**src/supervisor_pkg.sv**
```systemverilog
// Shared constants for the watchdog and channel fault supervisor.
package supervisor_pkg;
	// Core clock period
	localparam int CLK_PERIOD_NS = 25;
	// Time-base tick period at the nominal capacitor setting, in ns
	localparam int TICK_PERIOD_NS = 100000;
	// Cycles per tick (100 us / 25 ns)
	localparam int TICK_CYCLES = TICK_PERIOD_NS / CLK_PERIOD_NS;
	// Tick period in us; keeps the long products below the int limit
	localparam int TICK_PERIOD_US = TICK_PERIOD_NS / 1000;
	// Documented durations in their own units
	localparam int KICK_WINDOW_MS = 1620;
	localparam int TIMEOUT_LOW_MS = 202;
	localparam int REPEAT_MS = 12900;
	localparam int FILTER_US = 100;
	localparam int GOOD_HOLD_MS = 202;
	// Durations as tick counts; longest times round down, least times round up
	// Worked in us: 12.9 s expressed in ns would overflow a 32-bit int
	localparam int KICK_WINDOW_TICKS = (KICK_WINDOW_MS * 1000) / TICK_PERIOD_US;
	localparam int TIMEOUT_LOW_TICKS = (TIMEOUT_LOW_MS * 1000) / TICK_PERIOD_US;
	localparam int REPEAT_TICKS = (REPEAT_MS * 1000) / TICK_PERIOD_US;
	localparam int FILTER_TICKS = (FILTER_US * 1000 + TICK_PERIOD_NS - 1) / TICK_PERIOD_NS;
	localparam int GOOD_HOLD_TICKS = (GOOD_HOLD_MS * 1000) / TICK_PERIOD_US;
	// Tick counter width, enough for the longest interval
	localparam int TICK_CNT_W = 18;
	// Number of channels
	localparam int NUM_CHANNELS = 4;
	// Oscillator choice encodings
	localparam logic [1:0] OSC_RESISTOR = 2'h0;
	localparam logic [1:0] OSC_INTERNAL = 2'h1;
	localparam logic [1:0] OSC_EXTERNAL = 2'h2;
	// Watchdog states, one-hot
	typedef enum logic [2:0] {
		WD_WATCH = 3'h1,
		WD_TIMEOUT = 3'h2,
		WD_REPEAT = 3'h4
	} wd_state_type;
endpackage : supervisor_pkg

```
**src/channel_fault_filter.sv**
```systemverilog
// One channel's fault output filter: assertion filter and release hold.
`timescale 1ns/1ps
module channel_fault_filter
	import supervisor_pkg::*;
#(
	parameter int FILTER_T = FILTER_TICKS,
	parameter int HOLD_T = GOOD_HOLD_TICKS
) (
	// Clock and reset
	input wire logic mclk,
	input wire logic rst_b,
	// Time base
	input wire logic tick,
	// Channel status
	input wire logic chan_on,
	input wire logic in_window,
	// Fault drive, high means pull low
	output logic fault_drive
);
	initial begin
		if (FILTER_T < 1 || HOLD_T < 1 || HOLD_T >= (1 << TICK_CNT_W) ||
			FILTER_T >= (1 << TICK_CNT_W) - 1)
			$error("channel_fault_filter: bad tick counts");
	end

	logic [TICK_CNT_W-1:0] bad_cnt_ff; // Ticks spent out of window
	logic [TICK_CNT_W-1:0] good_cnt_ff; // Ticks spent good while driving low
	logic fault_ff; // Drive-low state
	logic nxt_fault;
	wire logic bad_expired;
	wire logic good_expired;

	// Strictly past the filter: the first tick may land right after the dip starts
	assign bad_expired = (bad_cnt_ff > TICK_CNT_W'(FILTER_T));
	assign good_expired = (good_cnt_ff >= TICK_CNT_W'(HOLD_T));
	// Disabled channel pulls low at once; a dip must outlast the filter
	assign nxt_fault = !chan_on ? 1'b1 :
		fault_ff ? !good_expired : bad_expired;

	// Bad-time counter, counted in ticks so it scales with the time base
	always_ff @(posedge mclk) begin
		if (!rst_b || !chan_on || in_window)
			bad_cnt_ff <= '0;
		else if (tick && !bad_expired)
			bad_cnt_ff <= bad_cnt_ff + 1'b1;
	end

	// Good-time counter; any glitch out of window restarts the hold
	always_ff @(posedge mclk) begin
		if (!rst_b || !chan_on || !in_window || !fault_ff)
			good_cnt_ff <= '0;
		else if (tick && !good_expired)
			good_cnt_ff <= good_cnt_ff + 1'b1;
	end

	// Output state; reset starts with the pin held low
	always_ff @(posedge mclk) begin
		if (!rst_b)
			fault_ff <= 1'b1;
		else
			fault_ff <= nxt_fault;
	end
	assign fault_drive = fault_ff;

	// Disabled channel pulls low on the next edge
	off_pulls_low_a: assert property (@(posedge mclk) disable iff (!rst_b)
		!chan_on |=> fault_ff) else $error("disabled channel not driving low");
	// Out-of-window time short of the filter never asserts from released state
	no_early_fault_a: assert property (@(posedge mclk) disable iff (!rst_b)
		!fault_ff && chan_on && !bad_expired |=> !fault_ff)
		else $error("fault asserted before filter time");
endmodule : channel_fault_filter

```
**src/watchdog_reset_supervisor.sv**
```systemverilog
// Watchdog timer and four-channel fault output supervisor top level.
//
// Operation
// - Kick edge either way; timeout after 1.62 s
// - Timeout holds output low for 202 ms
// - Without kicks, repeat timeout after 12.9 s
// - Supply lockout restarts watchdog, 202 ms low
// - All timings scale with one time base
// - Timeout output is open-drain, never high
// - Channel 1 fault low if off or low
// - Channels 2-4 fault low if off or low
// - Fault timing uses the same time base
// - Fault asserts only after 100 us bad
// - Fault releases after 202 ms good
// - Channel enable inputs are active high
// - Three code bits select stage combination
// - External clock: synchronize, forced continuous mode
// - No clock: low light-load, high forced continuous
// - No clock: frequency select; high uses internal
`timescale 1ns/1ps
module watchdog_reset_supervisor
	import supervisor_pkg::*;
#(
	parameter int TICK_CYC = TICK_CYCLES,
	parameter int KICK_T = KICK_WINDOW_TICKS,
	parameter int LOW_T = TIMEOUT_LOW_TICKS,
	parameter int REPEAT_T = REPEAT_TICKS,
	parameter int FILTER_T = FILTER_TICKS,
	parameter int HOLD_T = GOOD_HOLD_TICKS
) (
	// Clock and reset
	input wire logic mclk,
	input wire logic rst_b,
	// Time base scale: cycles per tick, 0 selects the default
	input wire logic [15:0] timebase_setting,
	// Watchdog
	input wire logic watchdog_kick_in,
	input wire logic supply_low_lockout,
	output logic watchdog_timeout_out_n,
	output logic watchdog_timeout_oe,
	// Channel enables and status
	input wire logic channel1_on,
	input wire logic channel2_on,
	input wire logic channel3_on,
	input wire logic channel4_on,
	input wire logic [NUM_CHANNELS-1:0] output_in_window,
	// Channel fault open-drain outputs
	output logic channel1_fault_out_n,
	output logic channel1_fault_oe,
	output logic channel2_fault_out_n,
	output logic channel2_fault_oe,
	output logic channel3_fault_out_n,
	output logic channel3_fault_oe,
	output logic channel4_fault_out_n,
	output logic channel4_fault_oe,
	// Static configuration
	input wire logic stage_code_bit0,
	input wire logic stage_code_bit1,
	input wire logic stage_code_bit2,
	input wire logic mode_sync_in,
	input wire logic ext_clock_present,
	input wire logic frequency_select,
	// Derived configuration
	output logic [2:0] stage_code,
	output logic forced_continuous,
	output logic [1:0] osc_source
);
	initial begin
		if (TICK_CYC < 1 || TICK_CYC > 65535 || KICK_T < 1 || LOW_T < 1 ||
			REPEAT_T < 1 || REPEAT_T >= (1 << TICK_CNT_W) || KICK_T >= (1 << TICK_CNT_W) ||
			LOW_T >= (1 << TICK_CNT_W))
			$error("watchdog_reset_supervisor: bad timing parameters");
	end

	// Time base prescaler
	logic [15:0] pre_cnt_ff; // Cycles within the current tick
	logic tick_ff; // One-cycle tick pulse
	wire logic [15:0] tick_len;
	wire logic tick_due;

	// A zero setting falls back to the nominal capacitor value
	assign tick_len = (timebase_setting == 16'h0000) ? 16'(TICK_CYC) : timebase_setting;
	assign tick_due = (pre_cnt_ff >= tick_len - 16'h0001);

	// Every interval below counts these ticks, so all durations scale together
	always_ff @(posedge mclk) begin
		if (!rst_b) begin
			pre_cnt_ff <= 16'h0000;
			tick_ff <= 1'b0;
		end else begin
			pre_cnt_ff <= tick_due ? 16'h0000 : pre_cnt_ff + 16'h0001;
			tick_ff <= tick_due;
		end
	end

	// Kick synchroniser and edge detect
	logic kick_meta_ff; // First stage, read only by the second
	logic kick_sync_ff;
	logic kick_prev_ff;
	wire logic kick_edge;

	always_ff @(posedge mclk) begin
		if (!rst_b) begin
			kick_meta_ff <= 1'b0;
			kick_sync_ff <= 1'b0;
			kick_prev_ff <= 1'b0;
		end else begin
			kick_meta_ff <= watchdog_kick_in;
			kick_sync_ff <= kick_meta_ff;
			kick_prev_ff <= kick_sync_ff;
		end
	end
	// Either direction counts as a kick
	assign kick_edge = kick_sync_ff ^ kick_prev_ff;

	// Watchdog state machine
	wd_state_type wd_state_ff;
	wd_state_type nxt_wd_state;
	logic [TICK_CNT_W-1:0] wd_cnt_ff; // Ticks in the current state
	logic [TICK_CNT_W-1:0] nxt_wd_cnt;
	logic wdo_low_ff; // Drive the timeout pin low
	wire logic cnt_at_kick;
	wire logic cnt_at_low;
	wire logic cnt_at_repeat;

	assign cnt_at_kick = (wd_cnt_ff >= TICK_CNT_W'(KICK_T));
	assign cnt_at_low = (wd_cnt_ff >= TICK_CNT_W'(LOW_T));
	assign cnt_at_repeat = (wd_cnt_ff >= TICK_CNT_W'(REPEAT_T));

	// Next state; lockout overrides everything and starts a full low period
	always_comb begin
		nxt_wd_state = wd_state_ff;
		nxt_wd_cnt = tick_ff ? wd_cnt_ff + 1'b1 : wd_cnt_ff;
		if (supply_low_lockout) begin
			nxt_wd_state = WD_TIMEOUT;
			nxt_wd_cnt = '0;
		end else begin
			case (wd_state_ff)
				WD_WATCH: begin
					if (kick_edge) begin
						nxt_wd_cnt = '0;
					end else if (cnt_at_kick) begin
						nxt_wd_state = WD_TIMEOUT;
						nxt_wd_cnt = '0;
					end
				end
				WD_TIMEOUT: begin
					// Kicks during the low period are ignored; the period runs out
					if (cnt_at_low) begin
						nxt_wd_state = WD_REPEAT;
						nxt_wd_cnt = '0;
					end
				end
				WD_REPEAT: begin
					if (kick_edge) begin
						nxt_wd_state = WD_WATCH;
						nxt_wd_cnt = '0;
					end else if (cnt_at_repeat) begin
						nxt_wd_state = WD_TIMEOUT;
						nxt_wd_cnt = '0;
					end
				end
				default: begin
					nxt_wd_state = WD_TIMEOUT;
					nxt_wd_cnt = '0;
				end
			endcase
		end
	end

	// Reset behaves like a lockout: the host sees one full timeout pulse
	always_ff @(posedge mclk) begin
		if (!rst_b) begin
			wd_state_ff <= WD_TIMEOUT;
			wd_cnt_ff <= '0;
			wdo_low_ff <= 1'b1;
		end else begin
			wd_state_ff <= nxt_wd_state;
			wd_cnt_ff <= nxt_wd_cnt;
			wdo_low_ff <= (nxt_wd_state == WD_TIMEOUT);
		end
	end
	// Open drain: data held low, only the enable moves
	assign watchdog_timeout_out_n = 1'b0;
	assign watchdog_timeout_oe = wdo_low_ff;

	// Channel fault filters
	wire logic [NUM_CHANNELS-1:0] chan_on_vec;
	wire logic [NUM_CHANNELS-1:0] fault_drive;
	assign chan_on_vec = {channel4_on, channel3_on, channel2_on, channel1_on};
	// Window thresholds (2% vs 5%) live in the analog comparators feeding output_in_window

	genvar ch;
	generate
		for (ch = 0; ch < NUM_CHANNELS; ch++) begin : g_chan
			channel_fault_filter #(
				.FILTER_T(FILTER_T),
				.HOLD_T(HOLD_T)
			) u_filter (
				.mclk(mclk),
				.rst_b(rst_b),
				.tick(tick_ff),
				.chan_on(chan_on_vec[ch]),
				.in_window(output_in_window[ch]),
				.fault_drive(fault_drive[ch])
			);
		end
	endgenerate

	assign channel1_fault_out_n = 1'b0;
	assign channel2_fault_out_n = 1'b0;
	assign channel3_fault_out_n = 1'b0;
	assign channel4_fault_out_n = 1'b0;
	assign channel1_fault_oe = fault_drive[0];
	assign channel2_fault_oe = fault_drive[1];
	assign channel3_fault_oe = fault_drive[2];
	assign channel4_fault_oe = fault_drive[3];

	// Static configuration, registered so outputs come from flip-flops
	logic [2:0] stage_code_ff;
	logic fcm_ff;
	logic [1:0] osc_ff;
	wire logic nxt_fcm;
	wire logic [1:0] nxt_osc;

	// External clock forces continuous mode; else the level picks the mode
	assign nxt_fcm = ext_clock_present | mode_sync_in;
	assign nxt_osc = ext_clock_present ? OSC_EXTERNAL :
		(frequency_select ? OSC_INTERNAL : OSC_RESISTOR);

	always_ff @(posedge mclk) begin
		if (!rst_b) begin
			stage_code_ff <= 3'h0;
			fcm_ff <= 1'b0;
			osc_ff <= OSC_RESISTOR;
		end else begin
			stage_code_ff <= {stage_code_bit2, stage_code_bit1, stage_code_bit0};
			fcm_ff <= nxt_fcm;
			osc_ff <= nxt_osc;
		end
	end
	assign stage_code = stage_code_ff;
	assign forced_continuous = fcm_ff;
	assign osc_source = osc_ff;

	// Lockout yields a low timeout pin on the next edge
	lockout_low_a: assert property (@(posedge mclk) disable iff (!rst_b)
		supply_low_lockout |=> watchdog_timeout_oe) else $error("lockout not asserting");
	// Timeout pin is never driven high
	never_high_a: assert property (@(posedge mclk) disable iff (!rst_b)
		watchdog_timeout_out_n == 1'b0) else $error("timeout pin driven high");
	// A kick in the watch state keeps the pin released
	kick_restart_a: assert property (@(posedge mclk) disable iff (!rst_b)
		wd_state_ff == WD_WATCH && kick_edge && !supply_low_lockout
		|=> wd_cnt_ff == '0 && !watchdog_timeout_oe) else $error("kick did not restart");
	// Low period ends into the repeat wait
	low_to_repeat_a: assert property (@(posedge mclk) disable iff (!rst_b)
		wd_state_ff == WD_TIMEOUT && cnt_at_low && !supply_low_lockout
		|=> wd_state_ff == WD_REPEAT && !watchdog_timeout_oe)
		else $error("timeout low period wrong");
	// Missing kick raises a timeout
	kick_miss_a: assert property (@(posedge mclk) disable iff (!rst_b)
		wd_state_ff == WD_WATCH && cnt_at_kick && !kick_edge && !supply_low_lockout
		|=> watchdog_timeout_oe) else $error("missed kick not reported");
	// Repeat timeout when no kick
	repeat_fire_a: assert property (@(posedge mclk) disable iff (!rst_b)
		wd_state_ff == WD_REPEAT && cnt_at_repeat && !kick_edge && !supply_low_lockout
		|=> watchdog_timeout_oe) else $error("repeat timeout missing");
	// External clock always yields forced continuous mode
	sync_fcm_a: assert property (@(posedge mclk) disable iff (!rst_b)
		ext_clock_present |=> forced_continuous && osc_source == OSC_EXTERNAL)
		else $error("sync mode wrong");
	// Without external clock, frequency select high picks internal oscillator
	osc_select_a: assert property (@(posedge mclk) disable iff (!rst_b)
		!ext_clock_present && frequency_select |=> osc_source == OSC_INTERNAL)
		else $error("oscillator select wrong");
	// Tick stays a one-cycle pulse whenever a tick lasts more than one cycle, so a count never advances twice per tick
	tick_pulse_a: assert property (@(posedge mclk) disable iff (!rst_b)
		tick_ff && tick_len > 16'h0001 |=> !tick_ff)
		else $error("time base tick longer than one cycle");
	// Kicks during the low period neither end nor restart it
	timeout_hold_a: assert property (@(posedge mclk) disable iff (!rst_b)
		wd_state_ff == WD_TIMEOUT && !cnt_at_low && !supply_low_lockout
		|=> wd_state_ff == WD_TIMEOUT && watchdog_timeout_oe && wd_cnt_ff >= $past(wd_cnt_ff))
		else $error("timeout low period cut short");
	// A kick in the repeat wait returns to watching with the pin released
	repeat_kick_a: assert property (@(posedge mclk) disable iff (!rst_b)
		wd_state_ff == WD_REPEAT && kick_edge && !supply_low_lockout
		|=> wd_state_ff == WD_WATCH && !watchdog_timeout_oe)
		else $error("repeat kick not accepted");
	// Every pin change shows up as an edge two cycles later; only the pin is watched
	kick_latency_a: assert property (@(posedge mclk) disable iff (!rst_b)
		$past(rst_b) && $changed(watchdog_kick_in) |-> ##2 kick_edge)
		else $error("kick edge not detected");
endmodule : watchdog_reset_supervisor

```
**config.mk**
```make
export PLATFORM = sky130hd
export DESIGN_NAME = watchdog_reset_supervisor
export DESIGN_NICKNAME = d
export VERILOG_FILES = /design/src/supervisor_pkg.sv /design/src/channel_fault_filter.sv /design/src/watchdog_reset_supervisor.sv
export SDC_FILE = /design/constraint.sdc
export NUM_CORES = 1
export LEC_CHECK = 0
export ABC_AREA = 0
export ABC_CLOCK_PERIOD_IN_PS = 3600
export BUFFER_PORTS_ARGS = -buffer_cell sky130_fd_sc_hd__buf_2
export CAP_MARGIN = 20
export CORE_MARGIN = 2
export CORE_UTILIZATION = 55
export CTS_CLUSTER_SIZE = 25
export DETAILED_ROUTE_END_ITERATION = 6
export HOLD_SLACK_MARGIN = 0.15
export MAX_ROUTING_LAYER = met4
export PLACE_DENSITY = 0.86
export SETUP_SLACK_MARGIN = 0.4
export SYNTH_ARGS = -nofsm -noshare
export SYNTH_HDL_FRONTEND = slang
export SYNTH_SLANG_ARGS = --single-unit
```
**constraint.sdc**
```tcl
create_clock -name mclk -period 3.6 [get_ports mclk]
set_input_delay 0.9 -clock mclk [delete_from_list [all_inputs] [get_ports mclk]]
set_output_delay 0.9 -clock mclk [all_outputs]
set_load 0.1 [all_outputs]
```
; After elaboration in Yosys (flattened, before gate mapping)
; Index checks and enable logic that the tools add are counted.
[op_classes]
n_addsub = 11
order_cmp = 12
eq_ne = 4
muxes = 21
bitwise_logic = 3
n_reduce_logical = 53
[op_table]
columns = operator, count
row1 = $add A18 B1 Y18 const B, 9
row2 = $mux W18, 6
row3 = $ge A18 B11 Y1 const B, 5
row4 = $gt A18 B1 Y1 const B, 4
row5 = $pmux W18 S3, 1
row6 = $logic_not A1 Y1, 21
row7 = $ge A18 B14 Y1 const B, 1
row8 = $ge A18 B17 Y1 const B, 1
row9 = $mux W3, 6
row10 = $add A16 B1 Y16 const B, 1
row11 = $ge A16 B16 Y1, 1
row12 = $logic_not A16 Y1, 1
row13 = $logic_or A1 B1 Y1, 16
row14 = $mux W16, 1
row15 = $sub A16 B1 Y16 const B, 1
row16 = $pmux W3 S3, 1
row17 = $logic_and A1 B1 Y1, 8
row18 = $reduce_and A2 Y1, 4
row19 = $eq A3 B2 Y1 const B, 2
row20 = $reduce_or A2 Y1, 3
row21 = $mux W1, 5
row22 = $eq A3 B1 Y1 const B, 1
row23 = $eq A3 B3 Y1 const B, 1
row24 = $mux W2, 1
row25 = 3 further kinds, 3
[totals]
reg_bits = 196
out_inout_bits = 16
elab_cells = 128

; Depth between registers and ports, before layout
[depth]
ltp_word = 6
mapped_depth = 13

; Modules after synthesis
; A second synthesis with hierarchy kept.
[hier_totals]
hier_cells = 923
area_unflattened_um2 = 8727.1
[by_module_without_submodules]
columns = mod, instances, cells_per_inst, area_per_inst_um2, seq_area_each_um2
row1 = channel_fault_filter, 4, 152, 1481.4, 740.7
row2 = watchdog_reset_supervisor, 1, 315, 2801.4, 960.9

; Least setup slack after synthesis
; No wires, ideal clock.
[synth_path]
path_kind = input -> register
from = input timebase_setting[1]
to = register pre_cnt_ff[10]
setup_ns = 0.128
arrival_ns = 3.455
t_required_ns = 3.472
slack_ns = 0.017
stages = 12
path_cell_list = or3_1 > nor4_2 > nand2_1 > nor4_1 > xnor2_1 > ha_1 > a211oi_1 > o211ai_1 > nor3_1 > a21oi_1 > clkbuf_1 > nor2_1
[synth_between]
elab_chain_len = 5
[synth_lines]
columns = item, line
row1 = from (decl), watchdog_reset_supervisor.sv:35  ; input wire logic [15:0] timebase_setting,
row2 = $logic_not A16 Y1, watchdog_reset_supervisor.sv:82  ; assign tick_len = (timebase_setting == 16'h0000) ? 16'(TICK_CYC) : timebase_setting;
row3 = $mux W16 *, watchdog_reset_supervisor.sv:82
row4 = $sub A16 B1 Y16 *, watchdog_reset_supervisor.sv:83  ; assign tick_due = (pre_cnt_ff >= tick_len - 16'h0001);
row5 = $ge A16 B16 Y1 *, watchdog_reset_supervisor.sv:83
row6 = $reduce_or A2 Y1 (no source line) *, --
row7 = to (signal assigned), watchdog_reset_supervisor.sv:91  ; pre_cnt_ff <= tick_due ? 16'h0000 : pre_cnt_ff + 16'h0001;
row8 = to (decl), watchdog_reset_supervisor.sv:76  ; logic [15:0] pre_cnt_ff;
; Every way passes the cells marked *; elsewhere a longest branch is shown, timed or not.
; A chain may end at the register's enable or synchronous reset.

; Final worst setup path
[layout_path]
from = input timebase_setting[7]
to = register pre_cnt_ff[12]
; The elaborated chain is that of the path after synthesis.

==> impl_metrics.py <==
metrics = {
    "worst_setup_path": {
        "crit_fanout": 16,
        "worst-setup-path-type": "input pin to register",
        "cp.required_ps": 3960,
        "cp_data_arrival_time_ps": 3450,
        "end_kind": "register",
        "critPathLaunchType": "input pin",
    },
    "clock_network": {
        "clock_path_buffers": 2,
        "clock_latency_ps": 430,
        "cts_buffers": 17,
        "cts.reportedPaths.clkPinSlew_ps": 70,
        "cts_root_buf": "clkbuf_16",
        "cts.sinks": 196,
        "htreeDepth": 4,
        "cts_tree": "done",
    },
    "pwr": {
        "power.density_mw_per_mm2": 466,
        "p_leak_nw": 3.52,
        "ir_drop_uv": 409,
    },
    "floorplanning": {
        "die_h_um": 127,
        "row_count": 45,
        "die_w_um": 127,
        "core_area_mm2": 0.0150,
        "top_level_ports": 50,
        "start_util_pct": 55.6,
        "dieArea_mm2": 0.0162,
    },
    "routing": {
        "first_pass_iters": 5,
        "wl_um": 15600,
        "vias": 6298,
        "dr.first_iter.drc_count": 385,
        "drc_errors": 0,
        "wl_per_cell_um": 13.4,
        "via_per_inst": 5.42,
        "ant_nets": 0,
    },
    "placement": {
        "dp_hpwl_um": 10600,
        "place_ws_ps": -143,
        "gp_congestion": 0.818,
        "port_buffers": 44,
    },
    "global_route": {
        "grtUsageMet1_pct": 25.3,
        "grt_usage_pct": 20.9,
        "grt_overflow_total": 0,
        "grt_pass1_wl_um": 27200,
        "met2_usage_pct": 34.2,
        "grt_pass1_vias": 6156,
        "busiest_layer": "met2",
        "grt_max_degree": 25,
        "use_met3_pct": 4.10,
        "antenna_found_initial": 1,
    },
    "timing": {
        "worst_slack_ps": 516,
        "relSlewSlack_pct": 33.1,
        "rsz0062_at_grt": "no",
        "fin_worst_skew_ps": 6.06,
        "drv_slew": 0,
        "fmax_mhz": 324,
        "min_period_ps": 3080,
        "hold_viol": 0,
        "timing.final.crit_share_pct": 85.7,
        "setup_viol": 0,
        "worst_slew_pin_slew_ps": 1000,
    },
    "synth": {
        "synth_flop_cell": "dfxtp_1",
        "synth_cells": 910,
        "yosysUniqueCellTypes": 52,
        "syn-cell-area_mm2": 0.00836,
        "synth-edff-count": 0,
        "avgSynthCellArea_um2": 9.18,
        "seq_area_frac_synth_pct": 47.0,
        "synth-seq-cells": 196,
        "ys_async_sr_fraction_pct": 0,
        "ys_warn_count": 0,
    },
    "worst_hold_path": {
        "min_path_type": "register to register",
    },
    "flow_run": {
        "drv_cap": 0,
    },
    "cells_and_area": {
        "area_delta_synth_final_pct": 13.0,
        "utilization_pct": 62.8,
        "fin_nets": 1033,
        "layout_commonest_cell": "dfxtp_1",
        "layout-drive-gt1-share_pct": 11.3,
        "final_cell_mix": "dfxtp_1, nor2_1, and2_1, nand2_1, xnor2_1",
    },
    "run_status": {
        "status": "completed",
    },
}
worst max-delay path, cell delays in order:
cell and delay (ps):
buf_2 130, or4_4 530, nor2_2 130, nand2_2 90
nor4_2 270, xnor2_1 160, ha_1 270, a211oi_2 210
o211ai_1 160, nor3_2 230, a21oi_4 90, buf_12 160
nor2_1 110
kinds of logic after synthesis:
logic type                 synth area share [%]
adders and majority gates                  5.99
other                                    0.0449
xor gates and xnor gates                   8.38
buffers and inverters                      3.11
DFF                                        47.0
muxes                                     0.599
and+or+nand+nor                            29.9
AOI/OAI and AO/OA                          5.02
synth_stat cells (3+ instances only):
cell type,count,area (um^2)
and3_1,7,43.8
nor4b_1,3,26.3
nor2_1,97,364
nor3_1,49,245
nor4_1,36,225
o21ai_0,24,120
o21a_1,5,37.5
a31oi_1,5,31.3
a21oi_1,8,40.0
nor3b_1,3,22.5
nand4_1,32,200
o211ai_1,4,30.0
or4_1,9,67.6
mux2i_1,5,50.1
inv_1,33,124
dfxtp_1,196,3920
nand3_1,35,175
nor3_2,9,90.1
and2_1,95,594
xnor2_1,61,534
or2_2,3,18.8
xor2_1,19,166
o31ai_1,6,45.0
nand2_1,71,267
ha_1,40,500
buf_4,5,37.5
clkbuf_1,18,67.6
flip-flops by register name (all words and copies together), names as in the netlist, 2 cells and up:
name,count
stage_code,3
g_chan.u_filter.fault_drive,4
wd_cnt_ff,18
pre_cnt_ff,16
wd_state_ff,3
g_chan.u_filter.bad_cnt_ff,72
osc_source,2
g_chan.u_filter.good_cnt_ff,72
layer usage:
metal	part of all wire [%]	wire [um]
met5	0	0
met4	2.0	310
met3	3.2	501
met2	48	7470
met1	47	7300
power by group:
part / internal (mW) / switching [mW]
combinational: 0.0827 / 0.177
clock: 1.11 / 0.806
sequential: 2.19 / 0.0332
total: 3.38 / 1.02
cell type report:
class | count | area (um^2)
multi-input cells | 661 | 4280
repair buffers | 50 | 278
well taps | 188 | 235
clock buffers | 19 | 443
inverters | 33 | 124
fillers | 1160 | 5590
diodes | 1 | 2.50
flip-flops and latches | 196 | 3920
clock inverters | 13 | 159
repair_timing:
item | CTS | global route
pin swaps | 0 | 1
endpoints found under the setup margin | 16 | 17
cloned | 0 | 0
gates resized for setup | 1 | 5
setup buffers | 0 | 1
hold buffers | 0 | 0
path summary, 6_finish.rpt:
check | start | to | slack (ps) | cells after the start
setup / recovery | timebase_setting[7] | pre_cnt_ff[12] | 520 | 13
hold / removal | kick_meta_ff | kick_sync_ff | 440 | 1
hold reg to reg | kick_meta_ff | kick_sync_ff | 440 | 1
setup reg to reg | wd_cnt_ff[8] | wd_cnt_ff[5] | 1180 | 5
stage by stage:
| step | power, mW | cell area, um^2 | instances | hold WS, ps | TNS, ps |
|---|---|---|---|---|---|
| finish | 4.40 | 9440 | 1161 | 445 | 0 |
| global route | 4.55 | 9440 | 1161 | 461 | 0 |
| CTS | 4.42 | 9390 | 1159 | 451 | 0 |
| detailed placement | 2.52 | 8780 | 1127 | 429 | -1790 |
| global placement | 2.51 | 8780 | 1127 | 430 | -586 |
| floorplan | 2.46 | 8440 | 915 | 412 | 0 |
(Power assumes the default switching activity.)
